**src/include/xmap_params.svh**
```systemverilog
// Offsets, field positions, reset values and address windows of the xdata paging block
// Included by the top-level design module xmap_top only
`ifndef XMAP_PARAMS_SVH
`define XMAP_PARAMS_SVH
`define XMAP_ADDR_PAGE 8'h93
`define XMAP_ADDR_ARBCTL 8'hC7
`define XMAP_ADDR_BANK 8'h9F
`define XMAP_RST_PAGE 8'h00
`define XMAP_RST_BANK 2'h1
`define XMAP_RST_RSV 1'b1
`define XMAP_BIT_UNIF 6
`define XMAP_BIT_BANK_LO 4
`define XMAP_BIT_CDIS 1
`define XMAP_BIT_RSV 0
`define XMAP_WIN_BASE 16'h8000
`define XMAP_RADIO_BASE 16'hDF00
`define XMAP_RAM_BASE 16'hE000
`endif

```
**src/include/xmap_pkg.sv**
```systemverilog
// Types shared by the xdata paging and code mapping modules
// Assumes xmap_params.svh on the include path
package xmap_pkg;
  typedef enum logic [3:0] {
    XMAP_T_NONE = 4'b0001,
    XMAP_T_FLASH = 4'b0010,
    XMAP_T_RAM = 4'b0100,
    XMAP_T_RADIO = 4'b1000
  } xmap_target_t;
  typedef struct packed {
    xmap_target_t target;
    logic [16:0] addr;
  } xmap_phys_t;
endpackage

```
**src/hw/xmap_arbiter.sv**
```systemverilog
// Memory arbiter: serves processor and DMA requests to the physical memories
// Assumes requests are already mapped to a physical target and address
`timescale 1ns/1ns
`default_nettype none
module xmap_arbiter (
  // Clock and reset
  input wire logic clock,
  input wire logic resetn,
  // Processor request
  input wire logic cpu_req,
  input wire logic cpu_we,
  input wire xmap_pkg::xmap_phys_t cpu_phys,
  input wire logic [7:0] cpu_wdata,
  // DMA request
  input wire logic dma_req,
  input wire logic dma_we,
  input wire xmap_pkg::xmap_phys_t dma_phys,
  input wire logic [7:0] dma_wdata,
  // Memory side
  output logic mem_req,
  output logic mem_we,
  output xmap_pkg::xmap_phys_t mem_phys,
  output logic [7:0] mem_wdata,
  output logic cpu_ack,
  output logic dma_ack
);
  typedef struct packed {
    logic mem_req;
    logic mem_we;
    xmap_pkg::xmap_phys_t mem_phys;
    logic [7:0] mem_wdata;
    logic cpu_ack;
    logic dma_ack;
  } xmap_arb_state_t;

  xmap_arb_state_t st;
  xmap_arb_state_t next_st;
  logic cpu_go;
  logic dma_go;

  always_comb begin
    // A requester whose ack stands is not taken again that cycle
    cpu_go = cpu_req && !st.cpu_ack;
    dma_go = dma_req && !st.dma_ack && !cpu_go;
    next_st = st;
    next_st.mem_req = cpu_go || dma_go;
    next_st.cpu_ack = cpu_go;
    next_st.dma_ack = dma_go;
    next_st.mem_we = 1'b0;
    if (cpu_go) begin
      next_st.mem_we = cpu_we;
      next_st.mem_phys = cpu_phys;
      next_st.mem_wdata = cpu_wdata;
    end else if (dma_go) begin
      next_st.mem_we = dma_we;
      next_st.mem_phys = dma_phys;
      next_st.mem_wdata = dma_wdata;
    end
  end

  always_ff @(posedge clock or negedge resetn) begin
    if (!resetn) begin
      st <= '{1'b0, 1'b0, '{xmap_pkg::XMAP_T_NONE, 17'h0_0000}, 8'h00, 1'b0, 1'b0};
    end else begin
      st <= next_st;
    end
  end

  assign mem_req = st.mem_req;
  assign mem_we = st.mem_we;
  assign mem_phys = st.mem_phys;
  assign mem_wdata = st.mem_wdata;
  assign cpu_ack = st.cpu_ack;
  assign dma_ack = st.dma_ack;

  dma_served_a: assert property (@(posedge clock) disable iff (!resetn)
    dma_req && !cpu_req && !dma_ack |=> dma_ack && mem_req)
    else $error("idle DMA request not served");
  cpu_first_a: assert property (@(posedge clock) disable iff (!resetn)
    cpu_req && !cpu_ack |=> cpu_ack && !dma_ack && mem_phys == $past(cpu_phys))
    else $error("processor request not served first");
  dma_cover_c: cover property (@(posedge clock) disable iff (!resetn)
    cpu_req && dma_req && !cpu_ack ##1 cpu_ack ##1 dma_ack);
endmodule
`default_nettype wire

```
**src/hw/xmap_top.sv**
```systemverilog
// Xdata paging, unified code mapping and flash bank selection on the processor side
// Assumes the register port and both requesters run on this clock and reset
//
// Notes on behaviour
// An indirect xdata move takes its upper address byte from the page-select register.
// An indirect xdata move takes its lower address byte from the chosen index register.
// The page-select register is eight read-write bits that reset to zero.
// The port two latch never supplies the upper byte of an indirect xdata move.
// The arbiter takes and serves requests of both the processor and the DMA engine.
// Software enables unified mapping before running code held in RAM.
// With unified mapping off, code addresses 0x8000 to 0xFFFF go to the flash bank chosen by the bank field.
// The bank field is one store seen in both the bank register and the arbiter control.
// Unified mapping shows all memories in code space, otherwise only flash.
// The bank field picks one of four flash banks of 32 KB.
// The radio registers are decoded in xdata space from base DF00h.
`timescale 1ns/1ns
`default_nettype none
`include "xmap_params.svh"
module xmap_top (
  // Clock and reset
  input wire logic clock,
  input wire logic resetn,
  // Special function register port
  input wire logic [7:0] sfr_addr,
  input wire logic sfr_wr,
  input wire logic sfr_rd,
  input wire logic [7:0] sfr_wdata,
  output logic [7:0] sfr_rdata,
  // Processor request
  input wire logic cpu_req,
  input wire logic cpu_code,
  input wire logic cpu_indirect,
  input wire logic cpu_we,
  input wire logic [15:0] cpu_addr,
  input wire logic [7:0] index_register,
  input wire logic [7:0] cpu_wdata,
  // DMA request, always xdata space
  input wire logic dma_req,
  input wire logic dma_we,
  input wire logic [15:0] dma_addr,
  input wire logic [7:0] dma_wdata,
  // Physical memory side
  output logic mem_req,
  output logic mem_we,
  output logic [3:0] mem_target,
  output logic [16:0] mem_addr,
  output logic [7:0] mem_wdata,
  output logic cpu_ack,
  output logic dma_ack,
  // Control levels
  output logic unified_map_enable,
  output logic cache_disable
);
  typedef struct packed {
    logic [7:0] xdata_page_select;
    logic unif;
    logic [1:0] bank_select_field;
    logic cdis;
    logic rsv;
    logic [7:0] rdata;
  } xmap_state_t;

  xmap_state_t st;
  xmap_state_t next_st;
  logic [15:0] cpu_logical;
  xmap_pkg::xmap_phys_t cpu_phys;
  xmap_pkg::xmap_phys_t dma_phys;
  xmap_pkg::xmap_phys_t arb_phys;

  function automatic xmap_pkg::xmap_phys_t map_addr(input logic code, input logic [15:0] a,
      input logic unif, input logic [1:0] bank);
    xmap_pkg::xmap_phys_t p;
    p.target = xmap_pkg::XMAP_T_FLASH;
    p.addr = {2'b00, a[14:0]};
    if (a >= `XMAP_WIN_BASE) begin
      p.addr = {bank, a[14:0]};
    end
    if ((!code || unif) && a >= `XMAP_RAM_BASE) begin
      p.target = xmap_pkg::XMAP_T_RAM;
      p.addr = {4'h0, a[12:0]};
    end else if ((!code || unif) && a[15:8] == 8'(`XMAP_RADIO_BASE >> 8)) begin
      p.target = xmap_pkg::XMAP_T_RADIO;
      p.addr = {9'h000, a[7:0]};
    end
    return p;
  endfunction

  function automatic logic [7:0] arbctl_image(input xmap_state_t s);
    logic [7:0] v;
    v = 8'h00;
    v[`XMAP_BIT_UNIF] = s.unif;
    v[`XMAP_BIT_BANK_LO +: 2] = s.bank_select_field;
    v[`XMAP_BIT_CDIS] = s.cdis;
    v[`XMAP_BIT_RSV] = s.rsv;
    return v;
  endfunction

  always_comb begin
    // Indirect xdata moves use page register and index register only
    if (cpu_indirect && !cpu_code) begin
      cpu_logical = {st.xdata_page_select, index_register};
    end else begin
      cpu_logical = cpu_addr;
    end
    cpu_phys = map_addr(cpu_code, cpu_logical, st.unif, st.bank_select_field);
    dma_phys = map_addr(1'b0, dma_addr, st.unif, st.bank_select_field);
  end

  always_comb begin
    next_st = st;
    if (sfr_wr) begin
      case (sfr_addr)
        `XMAP_ADDR_PAGE: begin
          next_st.xdata_page_select = sfr_wdata;
        end
        `XMAP_ADDR_BANK: begin
          next_st.bank_select_field = sfr_wdata[1:0];
        end
        `XMAP_ADDR_ARBCTL: begin
          next_st.unif = sfr_wdata[`XMAP_BIT_UNIF];
          next_st.bank_select_field = sfr_wdata[`XMAP_BIT_BANK_LO +: 2];
          next_st.cdis = sfr_wdata[`XMAP_BIT_CDIS];
          next_st.rsv = sfr_wdata[`XMAP_BIT_RSV];
        end
        default: begin
        end
      endcase
    end
    if (sfr_rd) begin
      case (sfr_addr)
        `XMAP_ADDR_PAGE: begin
          next_st.rdata = st.xdata_page_select;
        end
        `XMAP_ADDR_BANK: begin
          next_st.rdata = {6'h00, st.bank_select_field};
        end
        `XMAP_ADDR_ARBCTL: begin
          next_st.rdata = arbctl_image(st);
        end
        default: begin
          next_st.rdata = 8'h00;
        end
      endcase
    end
  end

  always_ff @(posedge clock or negedge resetn) begin
    if (!resetn) begin
      st <= '{`XMAP_RST_PAGE, 1'b0, `XMAP_RST_BANK, 1'b0, `XMAP_RST_RSV, 8'h00};
    end else begin
      st <= next_st;
    end
  end

  // Both requesters reach every physical memory through the arbiter
  xmap_arbiter u_arb (
    .clock(clock),
    .resetn(resetn),
    .cpu_req(cpu_req),
    .cpu_we(cpu_we),
    .cpu_phys(cpu_phys),
    .cpu_wdata(cpu_wdata),
    .dma_req(dma_req),
    .dma_we(dma_we),
    .dma_phys(dma_phys),
    .dma_wdata(dma_wdata),
    .mem_req(mem_req),
    .mem_we(mem_we),
    .mem_phys(arb_phys),
    .mem_wdata(mem_wdata),
    .cpu_ack(cpu_ack),
    .dma_ack(dma_ack)
  );

  assign mem_target = arb_phys.target;
  assign mem_addr = arb_phys.addr;
  assign sfr_rdata = st.rdata;
  assign unified_map_enable = st.unif;
  assign cache_disable = st.cdis;

  page_upper_a: assert property (@(posedge clock) disable iff (!resetn)
    cpu_ack && $past(cpu_indirect && !cpu_code)
    && $past(st.xdata_page_select) >= 8'(`XMAP_RAM_BASE >> 8)
    |-> mem_target == xmap_pkg::XMAP_T_RAM
    && mem_addr[12:8] == $past(st.xdata_page_select[4:0]))
    else $error("indirect move upper byte not from page register");
  index_lower_a: assert property (@(posedge clock) disable iff (!resetn)
    cpu_ack && $past(cpu_indirect && !cpu_code) |-> mem_addr[7:0] == $past(index_register))
    else $error("indirect move lower byte not from index register");
  page_write_a: assert property (@(posedge clock) disable iff (!resetn)
    sfr_wr && sfr_addr == `XMAP_ADDR_PAGE ##1 sfr_rd && sfr_addr == `XMAP_ADDR_PAGE && !sfr_wr
    |=> sfr_rdata == $past(sfr_wdata, 2))
    else $error("page register readback wrong");
  port_latch_a: assert property (@(posedge clock) disable iff (!resetn)
    cpu_ack && $past(cpu_indirect && !cpu_code)
    && $past(st.xdata_page_select) < 8'(`XMAP_RADIO_BASE >> 8)
    |-> mem_addr[14:8] == $past(st.xdata_page_select[6:0]))
    else $error("indirect upper byte taken from elsewhere");
  bank_window_a: assert property (@(posedge clock) disable iff (!resetn)
    cpu_ack && $past(cpu_code && !st.unif && cpu_addr[15])
    |-> mem_target == xmap_pkg::XMAP_T_FLASH
    && mem_addr[16:15] == $past(st.bank_select_field))
    else $error("upper code window not mapped to selected bank");
  bank_alias_a: assert property (@(posedge clock) disable iff (!resetn)
    sfr_wr && sfr_addr == `XMAP_ADDR_BANK ##1 sfr_rd && sfr_addr == `XMAP_ADDR_ARBCTL && !sfr_wr
    |=> sfr_rdata[`XMAP_BIT_BANK_LO +: 2] == $past(sfr_wdata[1:0], 2))
    else $error("bank field alias not seen in arbiter control");
  flash_only_a: assert property (@(posedge clock) disable iff (!resetn)
    cpu_ack && $past(cpu_code && !st.unif) |-> mem_target == xmap_pkg::XMAP_T_FLASH)
    else $error("non-flash memory in code space without unified mapping");
  low_bank_a: assert property (@(posedge clock) disable iff (!resetn)
    cpu_ack && $past(cpu_code && !cpu_addr[15]) |-> mem_addr[16:15] == 2'b00)
    else $error("lower code half left bank zero");
  radio_base_a: assert property (@(posedge clock) disable iff (!resetn)
    dma_ack && $past(dma_addr[15:8]) == 8'(`XMAP_RADIO_BASE >> 8)
    |-> mem_target == xmap_pkg::XMAP_T_RADIO
    && mem_addr[7:0] == $past(dma_addr[7:0]))
    else $error("radio window decode wrong");

  unif_cover_c: cover property (@(posedge clock) disable iff (!resetn)
    cpu_ack && st.unif && mem_target == xmap_pkg::XMAP_T_RAM);
  indirect_cover_c: cover property (@(posedge clock) disable iff (!resetn)
    cpu_ack && $past(cpu_indirect));
endmodule
`default_nettype wire

```
**config.mk**
```make
export PLATFORM = sky130hd
export DESIGN_NAME = xmap_top
export DESIGN_NICKNAME = d
export VERILOG_FILES = /design/src/include/xmap_pkg.sv /design/src/hw/xmap_arbiter.sv /design/src/hw/xmap_top.sv
export VERILOG_INCLUDE_DIRS = /design/src /design/src/include
export SDC_FILE = /design/constraint.sdc
export NUM_CORES = 1
export LEC_CHECK = 0
export ABC_AREA = 1
export BUFFER_PORTS_ARGS = -buffer_cell sky130_fd_sc_hd__buf_4
export CAP_MARGIN = 30
export CELL_PAD_IN_SITES_DETAIL_PLACEMENT = 0
export CELL_PAD_IN_SITES_GLOBAL_PLACEMENT = 1
export CORE_MARGIN = 2
export CORE_UTILIZATION = 33
export DETAILED_ROUTE_END_ITERATION = 10
export PLACE_DENSITY = 0.88
export SLEW_MARGIN = 20
export SYNTH_ARGS = -nofsm -noshare
export SYNTH_HDL_FRONTEND = slang
export SYNTH_SLANG_ARGS = --single-unit
```
**constraint.sdc**
```tcl
create_clock -name clock -period 1.5 [get_ports clock]
set_input_delay 0.15 -clock clock [delete_from_list [all_inputs] [get_ports clock]]
set_output_delay 0.15 -clock clock [all_outputs]
set_load 0.02 [all_outputs]
```
# After elaboration in Yosys (flattened, before gate mapping)
# Index checks and enable logic that the tools add are counted.
dict set report totals {
  ff_bits 54
  output_inout_bits 43
  elab_cells 50
}
dict set report op_classes {
  order_cmp 4
  eq_ne 5
  n_mux 11
  reduce_logical 17
}
# operator n
set ops {}
lappend ops {{21-bit two-way mux} 4}
lappend ops {{16-bit >= comparator, second input constant} 4}
lappend ops {{30-bit two-way mux} 2}
lappend ops {{8-bit equality test, second input constant} 5}
lappend ops {{17-bit two-way mux} 2}
lappend ops {{8-bit case mux with 3 select lines} 1}
lappend ops {{16-bit two-way mux} 1}
lappend ops {{1-bit logical AND} 6}
lappend ops {{2-bit AND reduction} 3}
lappend ops {{1-bit zero test} 4}
lappend ops {{2-bit case mux with 2 select lines} 1}
lappend ops {{2-bit nonzero test} 2}
lappend ops {{1-bit logical OR} 2}

# Logic depth before layout (Yosys ltp)
dict set report logic_depth {
  ltp_word 8
  ltp_mapped 9
}

# Hierarchy
# A second synthesis with hierarchy kept.
dict set report unflattened {
  cells_unflattened 407
  hier_area_um2 3209.3
}
# mod n_inst cells_each area_each_um2
set modules_own_cells {}
lappend modules_own_cells {xmap_top 1 230 1616.6}
lappend modules_own_cells {xmap_arbiter 1 177 1592.8}

# Least setup slack after synthesis
# OpenSTA, ideal clock, no wires.
dict set report synth_path {
  path_kind {reg-to-reg}
  startpoint {reg u_arb.st, in the netlist u_arb.cpu_ack}
  endpoint {reg u_arb.st, in the netlist u_arb.mem_phys[6]}
  setup_ns 0.130
  arrival_ns 1.232
  setup_slack_ns 0.138
  stages_incl_launch_ff 8
  n_path_buf 1
  cell_sequence {dfrtp_1 -> nor2_4 -> inv_1 -> nand2_1 -> inv_2 -> buf_4 -> nand2_1 -> o211ai_1}
}
dict set report synth_via {
  elab_chain_cells 5
  elab_cells_between_ends 6
}
# element line_no
set synth_lines {}
lappend synth_lines {{from (decl)} xmap_arbiter.sv:36} ;# xmap_arb_state_t st;
lappend synth_lines {{from (signal assigned)} xmap_arbiter.sv:63} ;# st <= '{1'b0, 1'b0, '{xmap_pkg::XMAP_T_NONE, 17'h0_0000}, 8'h00, 1'b0, 1'b0};
lappend synth_lines {{from (signal assigned)} xmap_arbiter.sv:65} ;# st <= next_st;
lappend synth_lines {{1-bit zero test (*)} xmap_arbiter.sv:43} ;# cpu_go = cpu_req && !st.cpu_ack;
lappend synth_lines {{1-bit logical AND (*)} xmap_arbiter.sv:43}
lappend synth_lines {{1-bit zero test} xmap_arbiter.sv:44} ;# dma_go = dma_req && !st.dma_ack && !cpu_go;
lappend synth_lines {{1-bit logical AND} xmap_arbiter.sv:44}
lappend synth_lines {{2-bit nonzero test (no line)} --}
# Every way passes the cells marked *; elsewhere a longest branch is shown, timed or not.
# A chain may end at the register's enable or synchronous reset.

# Final worst setup path
dict set report layout_path {
  startpoint {reg u_arb.st, in the netlist u_arb.cpu_ack}
  endpoint {reg u_arb.st, in the netlist u_arb.mem_wdata[5]}
}
# Same word-level chain as after synthesis.

==> flow_summary.toml <==
[route]
drt-total-wl_um = 8070
drt_first_pass_iters = 4
wl_per_cell_um = 13.9
viasPerCell = 4.79
dr_total_vias = 2780
ant_nets = 0
drt-initial-drc-count = 129
drc = 0

[synthesis]
syn_area_sq_um = 2780
synth_cells = 351
synth_nets = 433
yosys_warnings = 0
seq_area_frac_synth_pct = 48.7
synth_cell_types = 31
synth.ff_latch_count = 54
synth.avg_cell_area_sq_um = 7.93

[power]
ir_drop_mv = 0.340
power.density_nw_per_um2 = 893
p_total_uw = 3470
p_leak_uw = 0.00202

[global_routing]
grt_pass1_vias = 2645
grt_pass1_wl_um = 12700
grtUsageMet2_pct = 30.2
overflow = 0
grt_util_met3_pct = 2.82
met1_usage_pct = 23.4
top_usage_layer = "met2"
antenna_found_initial = 0
grtUsageTotal_pct = 17.7
grt_max_degree = 55

[setup_path]
worst-path-max-fanout = 21
crit_chain = "nor2_4 -> inv_1 -> nand2_1 -> inv_2 -> buf_4 -> nand2_1 -> nand3_1"
r2r_slack_ns = 0.1
r2r_end = "u_arb.mem_wdata[5]"
cp-start-kind = "flip-flop"
r2r-start = "u_arb.cpu_ack"
worst-setup-path-type = "reg -> reg"
slowest_delay_ns = 0.42
cp.arrival_ns = 1.61
worst-r2r-cell-count = 7
startpoint = "u_arb.cpu_ack"
cp_slowest_cell = "dfrtp_1"
worst_path_most_repeated_cell = "nand2_1"
cp.required_ns = 1.71
end_kind = "flip-flop"

[status]
status = "finished clean"

[clock_network]
cts_buffer_depth = 2
worstSkewPairLatency_ns = 0.32
cts_root_buf = "clkbuf_8"
cts_setup_buffers = 0
cts_buffers = 5
clkTransAtPathRegs_ns = 0.11
htree_levels = 2
tritoncts = "built"
clock-sinks = 54

[finish]
multi_input_area_sq_um = 1180
drive_gt1_share_pct = 34.1
final_common_cell = "buf_4"
layout_common_cells = "buf_4 (133), nand2_1 (119), dfrtp_1 (51)"
insertedDiodeCount = 0
seqCellArea_sq_um = 1360
n_fill_cell = 838
syn2layout_area_growth_pct = 39.8
final_nets = 556

[placed_design]
port_buffers = 124
gp_congestion = 0.809
dp_hpwl_um = 6340

[hold_path]
holdPathStages = 3
hold_end = "u_arb.mem_wdata[4]"
hold_path_class = "in -> reg"
min_from = "dma_wdata[4]"

[sta]
setup_viol = 0
max_freq_mhz = 714
hold_viol = 0
rsz0062_at_grt = "true"
fin_skew_ns = 0.0107
finalCritPeriodShare_pct = 93.4
timing.hold.ws_ns = 0.0384
period_minus_slack_ns = 1.40
worst-slew-pin-transition_ns = 0.702
drv_slew = 0
relSlewSlack_pct = 53.2

[die]
core_region_area_sq_um = 8180
die_x_um = 95.8
io_pins = 125
rows = 33
start_util_pct = 34.0
fp.dieH_um = 95.8
dieArea_sq_um = 9180

[job]
maxCapViolCount = 0
## state kept, by name (all words and copies together) (netlist names)
register / count
sfr_rdata: 8
unified_map_enable: 1
u_arb.mem_wdata: 8
u_arb.mem_phys: 21
cache_disable: 1
u_arb.cpu_ack: 1
u_arb.mem_req: 1
u_arb.dma_ack: 1
u_arb.mem_we: 1
st: 11
## synthesized netlist by cell type (all sizes together)
| cell | instances | share of area [%] |
|---|---|---|
| a22oi | 1 | 0.27 |
| nand2 | 121 | 17 |
| dfrtp | 51 | 46 |
| o22ai | 1 | 0.22 |
| nor2 | 30 | 4.9 |
| o21ai | 23 | 4.4 |
| buf | 17 | 4.7 |
| inv | 30 | 4.0 |
| nand4 | 2 | 0.45 |
| a22o | 1 | 0.31 |
| dfstp | 3 | 2.8 |
| nor3 | 4 | 1.3 |
| o211ai | 10 | 2.7 |
| nand3 | 46 | 8.9 |
| o31ai | 3 | 0.81 |
| a21oi | 7 | 1.4 |
| clkbuf | 1 | 0.13 |
## critical path: cells and delay by family, from the launching register on
family	cells	cell delay, ns
flip-flops	1	0.42
AND/OR/NAND/NOR	4	0.41
buffers and inverters	3	0.47
## layer usage
metal | vias up | wire length [um]
met1 | 1321 | 3460
met5 | - | 0
met2 | 78 | 4070
li1 | 1374 | -
met3 | 7 | 463
met4 | 0 | 78
## worst max path at each step
stage                          to  slack [ns]  cells after the start
6_report       u_arb.mem_wdata[5]         0.1                      7
5_1_grt        u_arb.mem_wdata[7]       -0.02                      7
4_1_cts        u_arb.mem_phys[10]        0.09                      6
3_5_place_dp   u_arb.mem_phys[14]        0.09                     10
3_3_place_gp   u_arb.mem_phys[13]        0.13                     10
2_1_floorplan   u_arb.mem_phys[6]        0.14                      7
## cell families (layout without fill, tap and decap cells)
logic type / after synthesis / after routing / synth area share (%)
compound gates: 46 / 46 / 10.1
buf+inv: 48 / 172 / 8.90
flops: 54 / 54 / 48.7
simple gates: 203 / 203 / 32.3
## metrics by stage
step	setup WS (ns)	TNS (ns)	std cells	util (%)	instance area [sq um]
after detailed placement	0.0913	0	571	46.2	3780
after global routing	-0.0154	-0.0601	580	47.6	3890
after CTS	0.0932	0	580	47.5	3880
after floorplan	0.138	0	351	-	2780
final	0.0991	0	580	47.6	3890
after global placement	0.130	0	571	46.2	3780
## timing repair
| item | in CTS | in global routing |
|---|---|---|
| resized for setup | 0 | 1 |
| hold buffers | 1 | 0 |
| endpoints found under the hold margin | 51 | 0 |
| endpoints found under the setup margin | 0 | 8 |
## power breakdown
part           leakage, uW  internal [uW]  switching (uW)
sequential        0.000670           1590            83.1
clock            0.0000506            351             534
combinational      0.00130            413             503
## final cells by class
class | instances | share of cell area [%]
sequential | 54 | 34.8
timing repair buffer | 134 | 25.9
clock inverter | 3 | 0.740
inverter | 30 | 2.89
multi-input combinational | 249 | 30.5
clock buffer | 5 | 1.77
tap | 105 | 3.38
No activity file was read; power rests on OpenSTA's default activity.
